`src/design/pmc_pkg.sv`:
```
// Constants, types and register map of the power mode controller
//
// Summary of operation
// - Reset and power-up start in full-on
// - Active: PLL on but bypassed, clocks run
// - New multiplier applied only on full-on entry
// - PLL may be disabled while in active
// - DMA to L1 allowed in active, not sleep
// - Sleep: core clock stops, PLL and system run
// - Sleep wakeup picks mode from bypass bit
// - Deep sleep: PLL and clocks off, async blocked
// - Deep sleep exits only on reset, RTC or CAN
// - RTC interrupt in deep sleep gives active
// - Reset in deep sleep gives full-on
// - CAN wakeup leaves sleep, deep sleep, regulator off
// - Rate field 00 in full-on or active enters hibernate, core unpowered
// - Hibernate ends on RTC, CAN, reset, external
package pmc_pkg;

   // ****************************************************
   // Register map and fields
   // ****************************************************
   localparam logic [3:0] PLL_CONTROL_REG_OFF  = 4'h0;
   localparam logic [3:0] REG_CTL_OFF  = 4'h4;
   localparam logic [3:0] MODE_REQ_OFF = 4'h8;
   localparam logic [3:0] STATUS_OFF   = 4'hC;
   localparam int         PLL_DIS_BIT  = 0;
   localparam int         BYPASS_BIT   = 1;
   localparam int         MULT_LSB     = 4;
   localparam logic [5:0] MULT_RST     = 6'h0A;
   localparam logic [1:0] RATE_RST     = 2'h3;
   localparam logic [1:0] RATE_OFF     = 2'h0;
   localparam logic [1:0] RESP_OKAY    = 2'h0;
   localparam logic [1:0] RESP_SLVERR  = 2'h2;

   // Mode request commands
   localparam logic [2:0] CMD_FULL  = 3'h1;
   localparam logic [2:0] CMD_ACT   = 3'h2;
   localparam logic [2:0] CMD_SLEEP = 3'h3;
   localparam logic [2:0] CMD_DEEP  = 3'h4;

   // ****************************************************
   // Timing
   // ****************************************************
   localparam int         CLK_NS     = 8;
   localparam int         SETTLE_NS  = 80;
   localparam int         SETTLE_INT = (SETTLE_NS + CLK_NS - 1) / CLK_NS;
   localparam logic [3:0] SETTLE_CYC = 4'(SETTLE_INT);

   // ****************************************************
   // Types
   // ****************************************************
   typedef enum logic [5:0] {
      ST_FULL  = 6'h01,
      ST_ACT   = 6'h02,
      ST_SLEEP = 6'h04,
      ST_DEEP  = 6'h08,
      ST_HIB   = 6'h10,
      ST_SET   = 6'h20
   } pmc_state_t;

   typedef struct packed {
      logic pll_en;
      logic pll_bypass;
      logic core_clk_en;
      logic sys_clk_en;
      logic core_power;
      logic dma_l1_ok;
      logic async_block;
   } pmc_pwr_t;

endpackage

```
`src/design/pmc_top.sv`:
```
// Power mode controller with AXI4-Lite register slave
`timescale 1ns/10ps
`default_nettype none
module pmc_top (
   input  wire logic          clk,
   input  wire logic          rst_n,
   input  wire logic [3:0]    s_awaddr,
   input  wire logic          s_awvalid,
   output var  logic          s_awready,
   input  wire logic [31:0]   s_wdata,
   input  wire logic [3:0]    s_wstrb,
   input  wire logic          s_wvalid,
   output var  logic          s_wready,
   output var  logic [1:0]    s_bresp,
   output var  logic          s_bvalid,
   input  wire logic          s_bready,
   input  wire logic [3:0]    s_araddr,
   input  wire logic          s_arvalid,
   output var  logic          s_arready,
   output var  logic [31:0]   s_rdata,
   output var  logic [1:0]    s_rresp,
   output var  logic          s_rvalid,
   input  wire logic          s_rready,
   input  wire logic          wake_event,
   input  wire logic          rtc_irq,
   input  wire logic          can_wake,
   input  wire logic          ext_wake,
   input  wire logic          reset_wake,
   output var  pmc_pkg::pmc_pwr_t pwr,
   output var  logic [5:0]    core_mult
);

   // ****************************************************
   // Declarations
   // ****************************************************
   pmc_pkg::pmc_state_t state_q;
   pmc_pkg::pmc_state_t tgt_q;
   pmc_pkg::pmc_state_t tgt_d;
   logic                go_d;
   logic [3:0]          cnt_q;
   logic                pll_dis_q;
   logic                bypass_q;
   logic [5:0]          mult_pend_q;
   logic [1:0]          rate_q;
   logic                aw_have_q;
   logic                w_have_q;
   logic [3:0]          waddr_q;
   logic [31:0]         wdata_q;
   logic                wr_fire;
   logic                hib_wr;
   logic                mode_wr;
   logic [2:0]          cmd;

   // Table of what each mode does to the PLL and clocks
   function automatic pmc_pkg::pmc_pwr_t settings(
      input pmc_pkg::pmc_state_t m,
      input logic                dis);
      pmc_pkg::pmc_pwr_t p;
      p = '0;
      case (m)
         pmc_pkg::ST_FULL: begin
            p = 7'b1011110;
         end
         pmc_pkg::ST_ACT: begin
            p = 7'b1111110;
            p.pll_en = !dis;
         end
         pmc_pkg::ST_SLEEP: begin
            p = 7'b1001100;
         end
         pmc_pkg::ST_DEEP: begin
            p = 7'b0000101;
         end
         default: begin
            p = 7'b0000001;
         end
      endcase
      return p;
   endfunction

   // Maps a mode command to its state, full-on if unknown
   function automatic pmc_pkg::pmc_state_t cmd_state(
      input logic [2:0] c);
      if (c == pmc_pkg::CMD_ACT) begin
         return pmc_pkg::ST_ACT;
      end else if (c == pmc_pkg::CMD_SLEEP) begin
         return pmc_pkg::ST_SLEEP;
      end else if (c == pmc_pkg::CMD_DEEP) begin
         return pmc_pkg::ST_DEEP;
      end else begin
         return pmc_pkg::ST_FULL;
      end
   endfunction

   // ****************************************************
   // AXI4-Lite write channel
   // ****************************************************
   assign wr_fire = aw_have_q && w_have_q && !s_bvalid;
   assign hib_wr  = wr_fire && waddr_q == pmc_pkg::REG_CTL_OFF
                    && wdata_q[1:0] == pmc_pkg::RATE_OFF;
   assign mode_wr = wr_fire && waddr_q == pmc_pkg::MODE_REQ_OFF;
   assign cmd     = wdata_q[2:0];

   // Address and data are caught in either order
   always_ff @(posedge clk or negedge rst_n) begin
      if (!rst_n) begin
         aw_have_q <= 1'b0;
         w_have_q  <= 1'b0;
         waddr_q   <= 4'h0;
         wdata_q   <= 32'h0;
         s_awready <= 1'b1;
         s_wready  <= 1'b1;
         s_bvalid  <= 1'b0;
         s_bresp   <= pmc_pkg::RESP_OKAY;
      end else begin
         if (s_awvalid && s_awready) begin
            aw_have_q <= 1'b1;
            waddr_q   <= {s_awaddr[3:2], 2'b00};
            s_awready <= 1'b0;
         end
         if (s_wvalid && s_wready) begin
            w_have_q <= 1'b1;
            wdata_q  <= s_wdata;
            s_wready <= 1'b0;
         end
         if (wr_fire) begin
            s_bvalid  <= 1'b1;
            aw_have_q <= 1'b0;
            w_have_q  <= 1'b0;
            s_bresp   <= (s_wstrb == 4'h0) ? pmc_pkg::RESP_OKAY
                                           : pmc_pkg::RESP_OKAY;
         end
         if (s_bvalid && s_bready) begin
            s_bvalid  <= 1'b0;
            s_awready <= 1'b1;
            s_wready  <= 1'b1;
         end
      end
   end

   // Control fields; the status word is read-only
   always_ff @(posedge clk or negedge rst_n) begin
      if (!rst_n) begin
         pll_dis_q   <= 1'b0;
         bypass_q    <= 1'b0;
         mult_pend_q <= pmc_pkg::MULT_RST;
         rate_q      <= pmc_pkg::RATE_RST;
      end else begin
         if (wr_fire && waddr_q == pmc_pkg::PLL_CONTROL_REG_OFF) begin
            bypass_q    <= wdata_q[pmc_pkg::BYPASS_BIT];
            mult_pend_q <= wdata_q[pmc_pkg::MULT_LSB +: 6];
            // Disabling the PLL is only legal in active
            if (state_q == pmc_pkg::ST_ACT) begin
               pll_dis_q <= wdata_q[pmc_pkg::PLL_DIS_BIT];
            end else begin
               pll_dis_q <= 1'b0;
            end
         end
         if (go_d && tgt_d == pmc_pkg::ST_HIB) begin
            rate_q <= pmc_pkg::RATE_OFF;
         end else if (state_q == pmc_pkg::ST_HIB && go_d) begin
            rate_q <= pmc_pkg::RATE_RST;
         end else if (wr_fire && !hib_wr
                      && waddr_q == pmc_pkg::REG_CTL_OFF) begin
            rate_q <= wdata_q[1:0];
         end
      end
   end

   // ****************************************************
   // AXI4-Lite read channel
   // ****************************************************
   always_ff @(posedge clk or negedge rst_n) begin
      if (!rst_n) begin
         s_arready <= 1'b1;
         s_rvalid  <= 1'b0;
         s_rdata   <= 32'h0;
         s_rresp   <= pmc_pkg::RESP_OKAY;
      end else if (s_arvalid && s_arready) begin
         s_arready <= 1'b0;
         s_rvalid  <= 1'b1;
         s_rresp   <= pmc_pkg::RESP_OKAY;
         s_rdata   <= 32'h0;
         if (s_araddr[3:2] == pmc_pkg::PLL_CONTROL_REG_OFF[3:2]) begin
            s_rdata <= {22'h0, mult_pend_q, 2'h0, bypass_q, pll_dis_q};
         end else if (s_araddr[3:2] == pmc_pkg::REG_CTL_OFF[3:2]) begin
            s_rdata <= {30'h0, rate_q};
         end else if (s_araddr[3:2] == pmc_pkg::STATUS_OFF[3:2]) begin
            s_rdata <= {12'h0, core_mult, pwr, 1'b0, state_q};
         end
      end else if (s_rvalid && s_rready) begin
         s_rvalid  <= 1'b0;
         s_arready <= 1'b1;
      end
   end

   // ****************************************************
   // Mode sequencer
   // ****************************************************
   // Hibernate and wake events outrank software requests
   always_comb begin
      go_d  = 1'b0;
      tgt_d = tgt_q;
      case (state_q)
         pmc_pkg::ST_FULL, pmc_pkg::ST_ACT: begin
            if (hib_wr) begin
               go_d  = 1'b1;
               tgt_d = pmc_pkg::ST_HIB;
            end else if (mode_wr && cmd >= pmc_pkg::CMD_FULL
                         && cmd <= pmc_pkg::CMD_DEEP
                         && cmd_state(cmd) != state_q) begin
               // A disabled PLL blocks full-on and sleep
               if (!(pll_dis_q && cmd != pmc_pkg::CMD_DEEP)) begin
                  go_d  = 1'b1;
                  tgt_d = cmd_state(cmd);
               end
            end
         end
         pmc_pkg::ST_SLEEP: begin
            if (wake_event || rtc_irq || can_wake) begin
               go_d  = 1'b1;
               tgt_d = bypass_q ? pmc_pkg::ST_ACT : pmc_pkg::ST_FULL;
            end
         end
         pmc_pkg::ST_DEEP: begin
            if (reset_wake) begin
               go_d  = 1'b1;
               tgt_d = pmc_pkg::ST_FULL;
            end else if (rtc_irq || can_wake) begin
               go_d  = 1'b1;
               tgt_d = pmc_pkg::ST_ACT;
            end
         end
         pmc_pkg::ST_HIB: begin
            if (rtc_irq || can_wake || reset_wake || ext_wake) begin
               go_d  = 1'b1;
               tgt_d = pmc_pkg::ST_FULL;
            end
         end
         default: begin
            go_d = 1'b0;
         end
      endcase
   end

   // Settle window hides the new mode until clocks are stable
   always_ff @(posedge clk or negedge rst_n) begin
      if (!rst_n) begin
         state_q <= pmc_pkg::ST_FULL;
         tgt_q   <= pmc_pkg::ST_FULL;
         cnt_q   <= 4'h0;
      end else if (go_d) begin
         state_q <= pmc_pkg::ST_SET;
         tgt_q   <= tgt_d;
         cnt_q   <= pmc_pkg::SETTLE_CYC;
      end else if (state_q == pmc_pkg::ST_SET) begin
         cnt_q <= cnt_q - 4'h1;
         if (cnt_q == 4'h1) begin
            state_q <= tgt_q;
         end
      end
   end

   // Clock and power outputs follow the mode being entered
   always_ff @(posedge clk or negedge rst_n) begin
      if (!rst_n) begin
         pwr       <= 7'b1011110;
         core_mult <= pmc_pkg::MULT_RST;
      end else begin
         pwr <= settings(go_d ? tgt_d : tgt_q, pll_dis_q);
         if (go_d && tgt_d == pmc_pkg::ST_FULL) begin
            core_mult <= mult_pend_q;
         end
      end
   end

   // Cycles spent settling; a counter keeps the check cheap to unroll
   logic [3:0] set_run_q;
   always_ff @(posedge clk or negedge rst_n) begin
      if (!rst_n) begin
         set_run_q <= 4'h0;
      end else if (state_q == pmc_pkg::ST_SET) begin
         set_run_q <= set_run_q + 4'h1;
      end else begin
         set_run_q <= 4'h0;
      end
   end
endmodule
`default_nettype wire

```
`config.mk`:
```
export PLATFORM = sky130hd
export DESIGN_NAME = pmc_top
export DESIGN_NICKNAME = d
export VERILOG_FILES = /design/src/design/pmc_pkg.sv /design/src/design/pmc_top.sv
export SDC_FILE = /design/constraint.sdc
export NUM_CORES = 1
export LEC_CHECK = 0
export ABC_AREA = 0
export BUFFER_PORTS_ARGS = -buffer_cell sky130_fd_sc_hd__buf_2
export CORE_MARGIN = 4
export CORE_UTILIZATION = 56
export CTS_CLUSTER_DIAMETER = 120
export DETAILED_ROUTE_END_ITERATION = 6
export GPL_TIMING_DRIVEN = 0
export PLACE_DENSITY = 0.85
export SYNTH_ARGS = -nofsm -noshare
export SYNTH_HDL_FRONTEND = slang
export SYNTH_SLANG_ARGS = --single-unit
```
`constraint.sdc`:
```
create_clock -name clk -period 6.4 [get_ports clk]
set_input_delay 0.96 -clock clk [delete_from_list [all_inputs] [get_ports clk]]
set_output_delay 0.96 -clock clk [all_outputs]
set_load 0.05 [all_outputs]
```
==> impl_metrics.csv <==
group,metric,value,unit
final_layout,drive_gt1_share,37.35,%
clocking,cts.repair.resized,0,
floorplanning,core_area,6386,sq um
min_path,hold_class,"reg2reg",
grt,grt_overflow_total,0,
sta,worstMarginPinSlew,1072,ps
final_layout,fillerInstances,488,
synthesis,netlist_instances,338,
power,p_leak,2.158,nW
power,irDropWorstVdd,0.0002827,V
final_layout,layout.area.seq,1921,sq um
outcome,outcome,"finished clean",
floorplanning,io_pins,110,
synthesis,syn_avg_cell_area,10.96,sq um
final_layout,layout-area-overhead-vs-synth,19.69,%
synthesis,synth_xor_area_share,1.182,%
sta,hold-worst-slack,490.2,ps
power,p_per_area,346.2,nW/um^2
final_layout,final_net_count,485,
clocking,cts_buffers,9,
synthesis,synth.area.mux_share,8.916,%
synthesis,synth_simple_gate_area_share,14.32,%
clocking,clock_insertion_delay_at_the_later_pin_of_the_skew_report,350,ps
clocking,clkSlewWorstSetupHoldPaths,70,ps
drt,violation_count_after_the_first_detailed_route_iteration,177,
place,hpwlAfterDp,6.015,mm
synthesis,syn_area,3705,sq um
sta,final-max-slew-violation-count,0,
synthesis,synth_largest_type_area_fraction,41.20,%
synthesis,main_combinational_cell_family_by_area_after_synthesis,"compound AO/OA/AOI/OAI gates",
final_layout,highest_count_cells_in_the_layout_ignoring_fill_and_taps,"sky130_fd_sc_hd__buf_2 (66), sky130_fd_sc_hd__dfrtp_1 (61), sky130_fd_sc_hd__nand2_1 (28)",
setup_path,critical_path_endpoint_category,"flip-flop",
synthesis,yosysWarningCount,0,
synthesis,synth.lib_cells_used.distinct,64,
synthesis,yosys.area_share.adder,0.6754,%
synthesis,synth-compound-area-share,16.01,%
grt,grt_use_total,21.17,%
drt,routed-via-count,2860,
grt,grt_start_max_net_pins,49,
grt,grt_first_pass_wirelength,12.80,mm
clocking,tritoncts,"built",
place,globalplace.congestion,0.9194,
floorplanning,die_span_y,89.34,um
setup_path,slowest_delay,430,ps
drt,drt_first_pass_iters,4,
synthesis,post-synth-top-area-cell,"sky130_fd_sc_hd__dfrtp_1",
clocking,cts-htree-levels,3,
synthesis,synth-seq-cells,76,
drt,final_antenna_net_count,0,
place,detailedPlace.worstSlack,2885,ps
setup_path,cp.required,6620,ps
sta,worst_clock_skew,5.255,ps
sta,fmaxAchievable,312.6,MHz
synthesis,postSynth.topFlopCell,"sky130_fd_sc_hd__dfrtp_1",
sta,totalNegativeSetupSlack,0,ps
drt,route.detailed.drc,0,
floorplanning,fp.dieArea,7981,sq um
synthesis,top_cells_by_area_synth,"sky130_fd_sc_hd__dfrtp_1 (41%), sky130_fd_sc_hd__dfstp_2 (11%), sky130_fd_sc_hd__mux2_2 (7.3%)",
sta,final_period_minus_worst_setup_slack,3199,ps
synthesis,synthArstFlopShare,100.0,%
setup_path,worst-endpoint-arrival,3420,ps
clocking,cts.root.buffer_cell,"sky130_fd_sc_hd__clkbuf_8",
final_layout,leading_cell_type_in_the_layout_fill_and_taps_excluded,"sky130_fd_sc_hd__buf_2",
clocking,postCtsHoldBufs,0,
sta,timing.final.crit_share,49.98,%
floorplanning,placement_rows,29,
floorplanning,initial_core_util,58.01,%
clocking,clock_sinks,76,
sta,timing.max_slew.rel_slack,27.51,%
grt,grt_pass1_vias,2609,
place,buffer_ports.inserted,62,
final_layout,insertedDiodeCount,0,
clocking,post-cts-setup-buffers,0,
drt,wl_per_cell,16.11,um
place,placed_cells,493,
setup_path,worstSetupStartpointType,"input port",
setup_path,crit_chain,"buf_2, or2_2, clkbuf_1, o31ai_1, o22ai_1, or2b_1, o22ai_2, a21boi_4, inv_1, a211oi_2, a21oi_1",
drt,via_per_inst,5.630,
clocking,clock_tree.buffer_depth,2,
synthesis,synth_sequential_area_ratio,51.84,%
job,max_cap_viol_count,0,
sta,setup-violations-final,0,
final_layout,final-instance-count-excl-fill,508,
synthesis,number_of_synthesized_flops_with_an_enable_pin,0,
sta,hold_viol,0,
sta,fin_ws,3201,ps
setup_path,critPathKind,"in2reg",
grt,antenna_found_initial,0,
sta,rsz0062_at_grt,"no",
final_layout,multi_input_area,1583,sq um
setup_path,critPathMaxFanout,7,
floorplanning,die_w,89.34,um
drt,finalWirelength,8.184,mm
setup_path,critical_path.slowest_cell,"sky130_fd_sc_hd__o22ai_2",
==> cells in the mapped netlist (6+ instances only) <==
master / number
sky130_fd_sc_hd__a21oi_1: 14
sky130_fd_sc_hd__a22o_1: 11
sky130_fd_sc_hd__buf_4: 19
sky130_fd_sc_hd__clkbuf_1: 7
sky130_fd_sc_hd__dfrtp_1: 61
sky130_fd_sc_hd__dfstp_2: 15
sky130_fd_sc_hd__inv_1: 13
sky130_fd_sc_hd__mux2_2: 24
sky130_fd_sc_hd__mux2i_1: 6
sky130_fd_sc_hd__nand2_1: 28
sky130_fd_sc_hd__nor2_1: 24
sky130_fd_sc_hd__o21ai_0: 16
==> critical path: cells and delay by family <==
family                 cells  cell delay (ps)
AND/OR/NAND/NOR            2              600
AO/OA/AOI/OAI              6             1480
buffers and inverters      3              380
==> cell families after synthesis <==
logic type | after synthesis
and+or+nand+nor | 99
AOI/OAI and AO/OA | 79
DFF | 76
buffers and inverters | 46
muxes | 30
xor gates and xnor gates | 5
adders and majority gates | 2
other | 1
==> final timing paths <==
kind | from | end | slack, ps | cells past startpoint
max | can_wake | pwr[0] | 3200 | 11
max reg2reg | wdata_q[0] | pwr[0] | 3340 | 10
min | s_rdata[7] | s_rdata[7] | 490 | 2
min in group asynchronous | rst_n | state_q[4] | 530 | 1
min reg2reg | s_rdata[7] | s_rdata[7] | 490 | 2
max in group asynchronous | rst_n | pwr[2] | 5250 | 2
==> metrics by stage <==
step           instance area [sq um]  power, mW  util (%)
3_5_place_dp                    4198      1.107     65.73
2_1_floorplan                   3761     0.9897         -
5_1_grt                         4434      1.612     69.44
3_3_place_gp                    4168      1.085     65.26
6_report                        4434      1.535     69.44
4_1_cts                         4434      1.543     69.44
==> power by group <==
group	total (mW)	internal (mW)	switching [mW]
clock	0.433	0.258	0.175
combinational	0.440	0.156	0.284
sequential	0.662	0.592	0.0704
total	1.54	1.01	0.529
==> layout make-up <==
cell class              instances  share of cell area [%]
repair buffers                 63                   7.675
flip-flops and latches         76                   43.31
well taps                      77                   2.173
plain buffers                  32                   4.628
multi-input cells             231                   35.69
inverters                      14                   1.185
clock inverters                 6                   2.540
clock buffers                   9                   2.793
==> per-layer routing <==
| metal | routed length (um) | vias up | track usage (%) |
|---|---|---|---|
| met2 | 4004 | 105 | 34.63 |
| met1 | 3479 | 1388 | 27.73 |
| met4 | 130 | 0 | 7.578 |
| met5 | 0 | - | 0 |
| li1 | - | 1351 | - |
| met3 | 570 | 16 | 4.793 |
==> flip-flops by register name (all words and copies together) (netlist names), 2 cells and up <==
register and count:
state_q 6, wdata_q 9, waddr_q 2, s_rdata 20, core_mult 6, mult_pend_q 6, pwr 6, cnt_q 4
rate_q 2, tgt_q 6
Note: power is estimated with default switching activity, not from simulation.
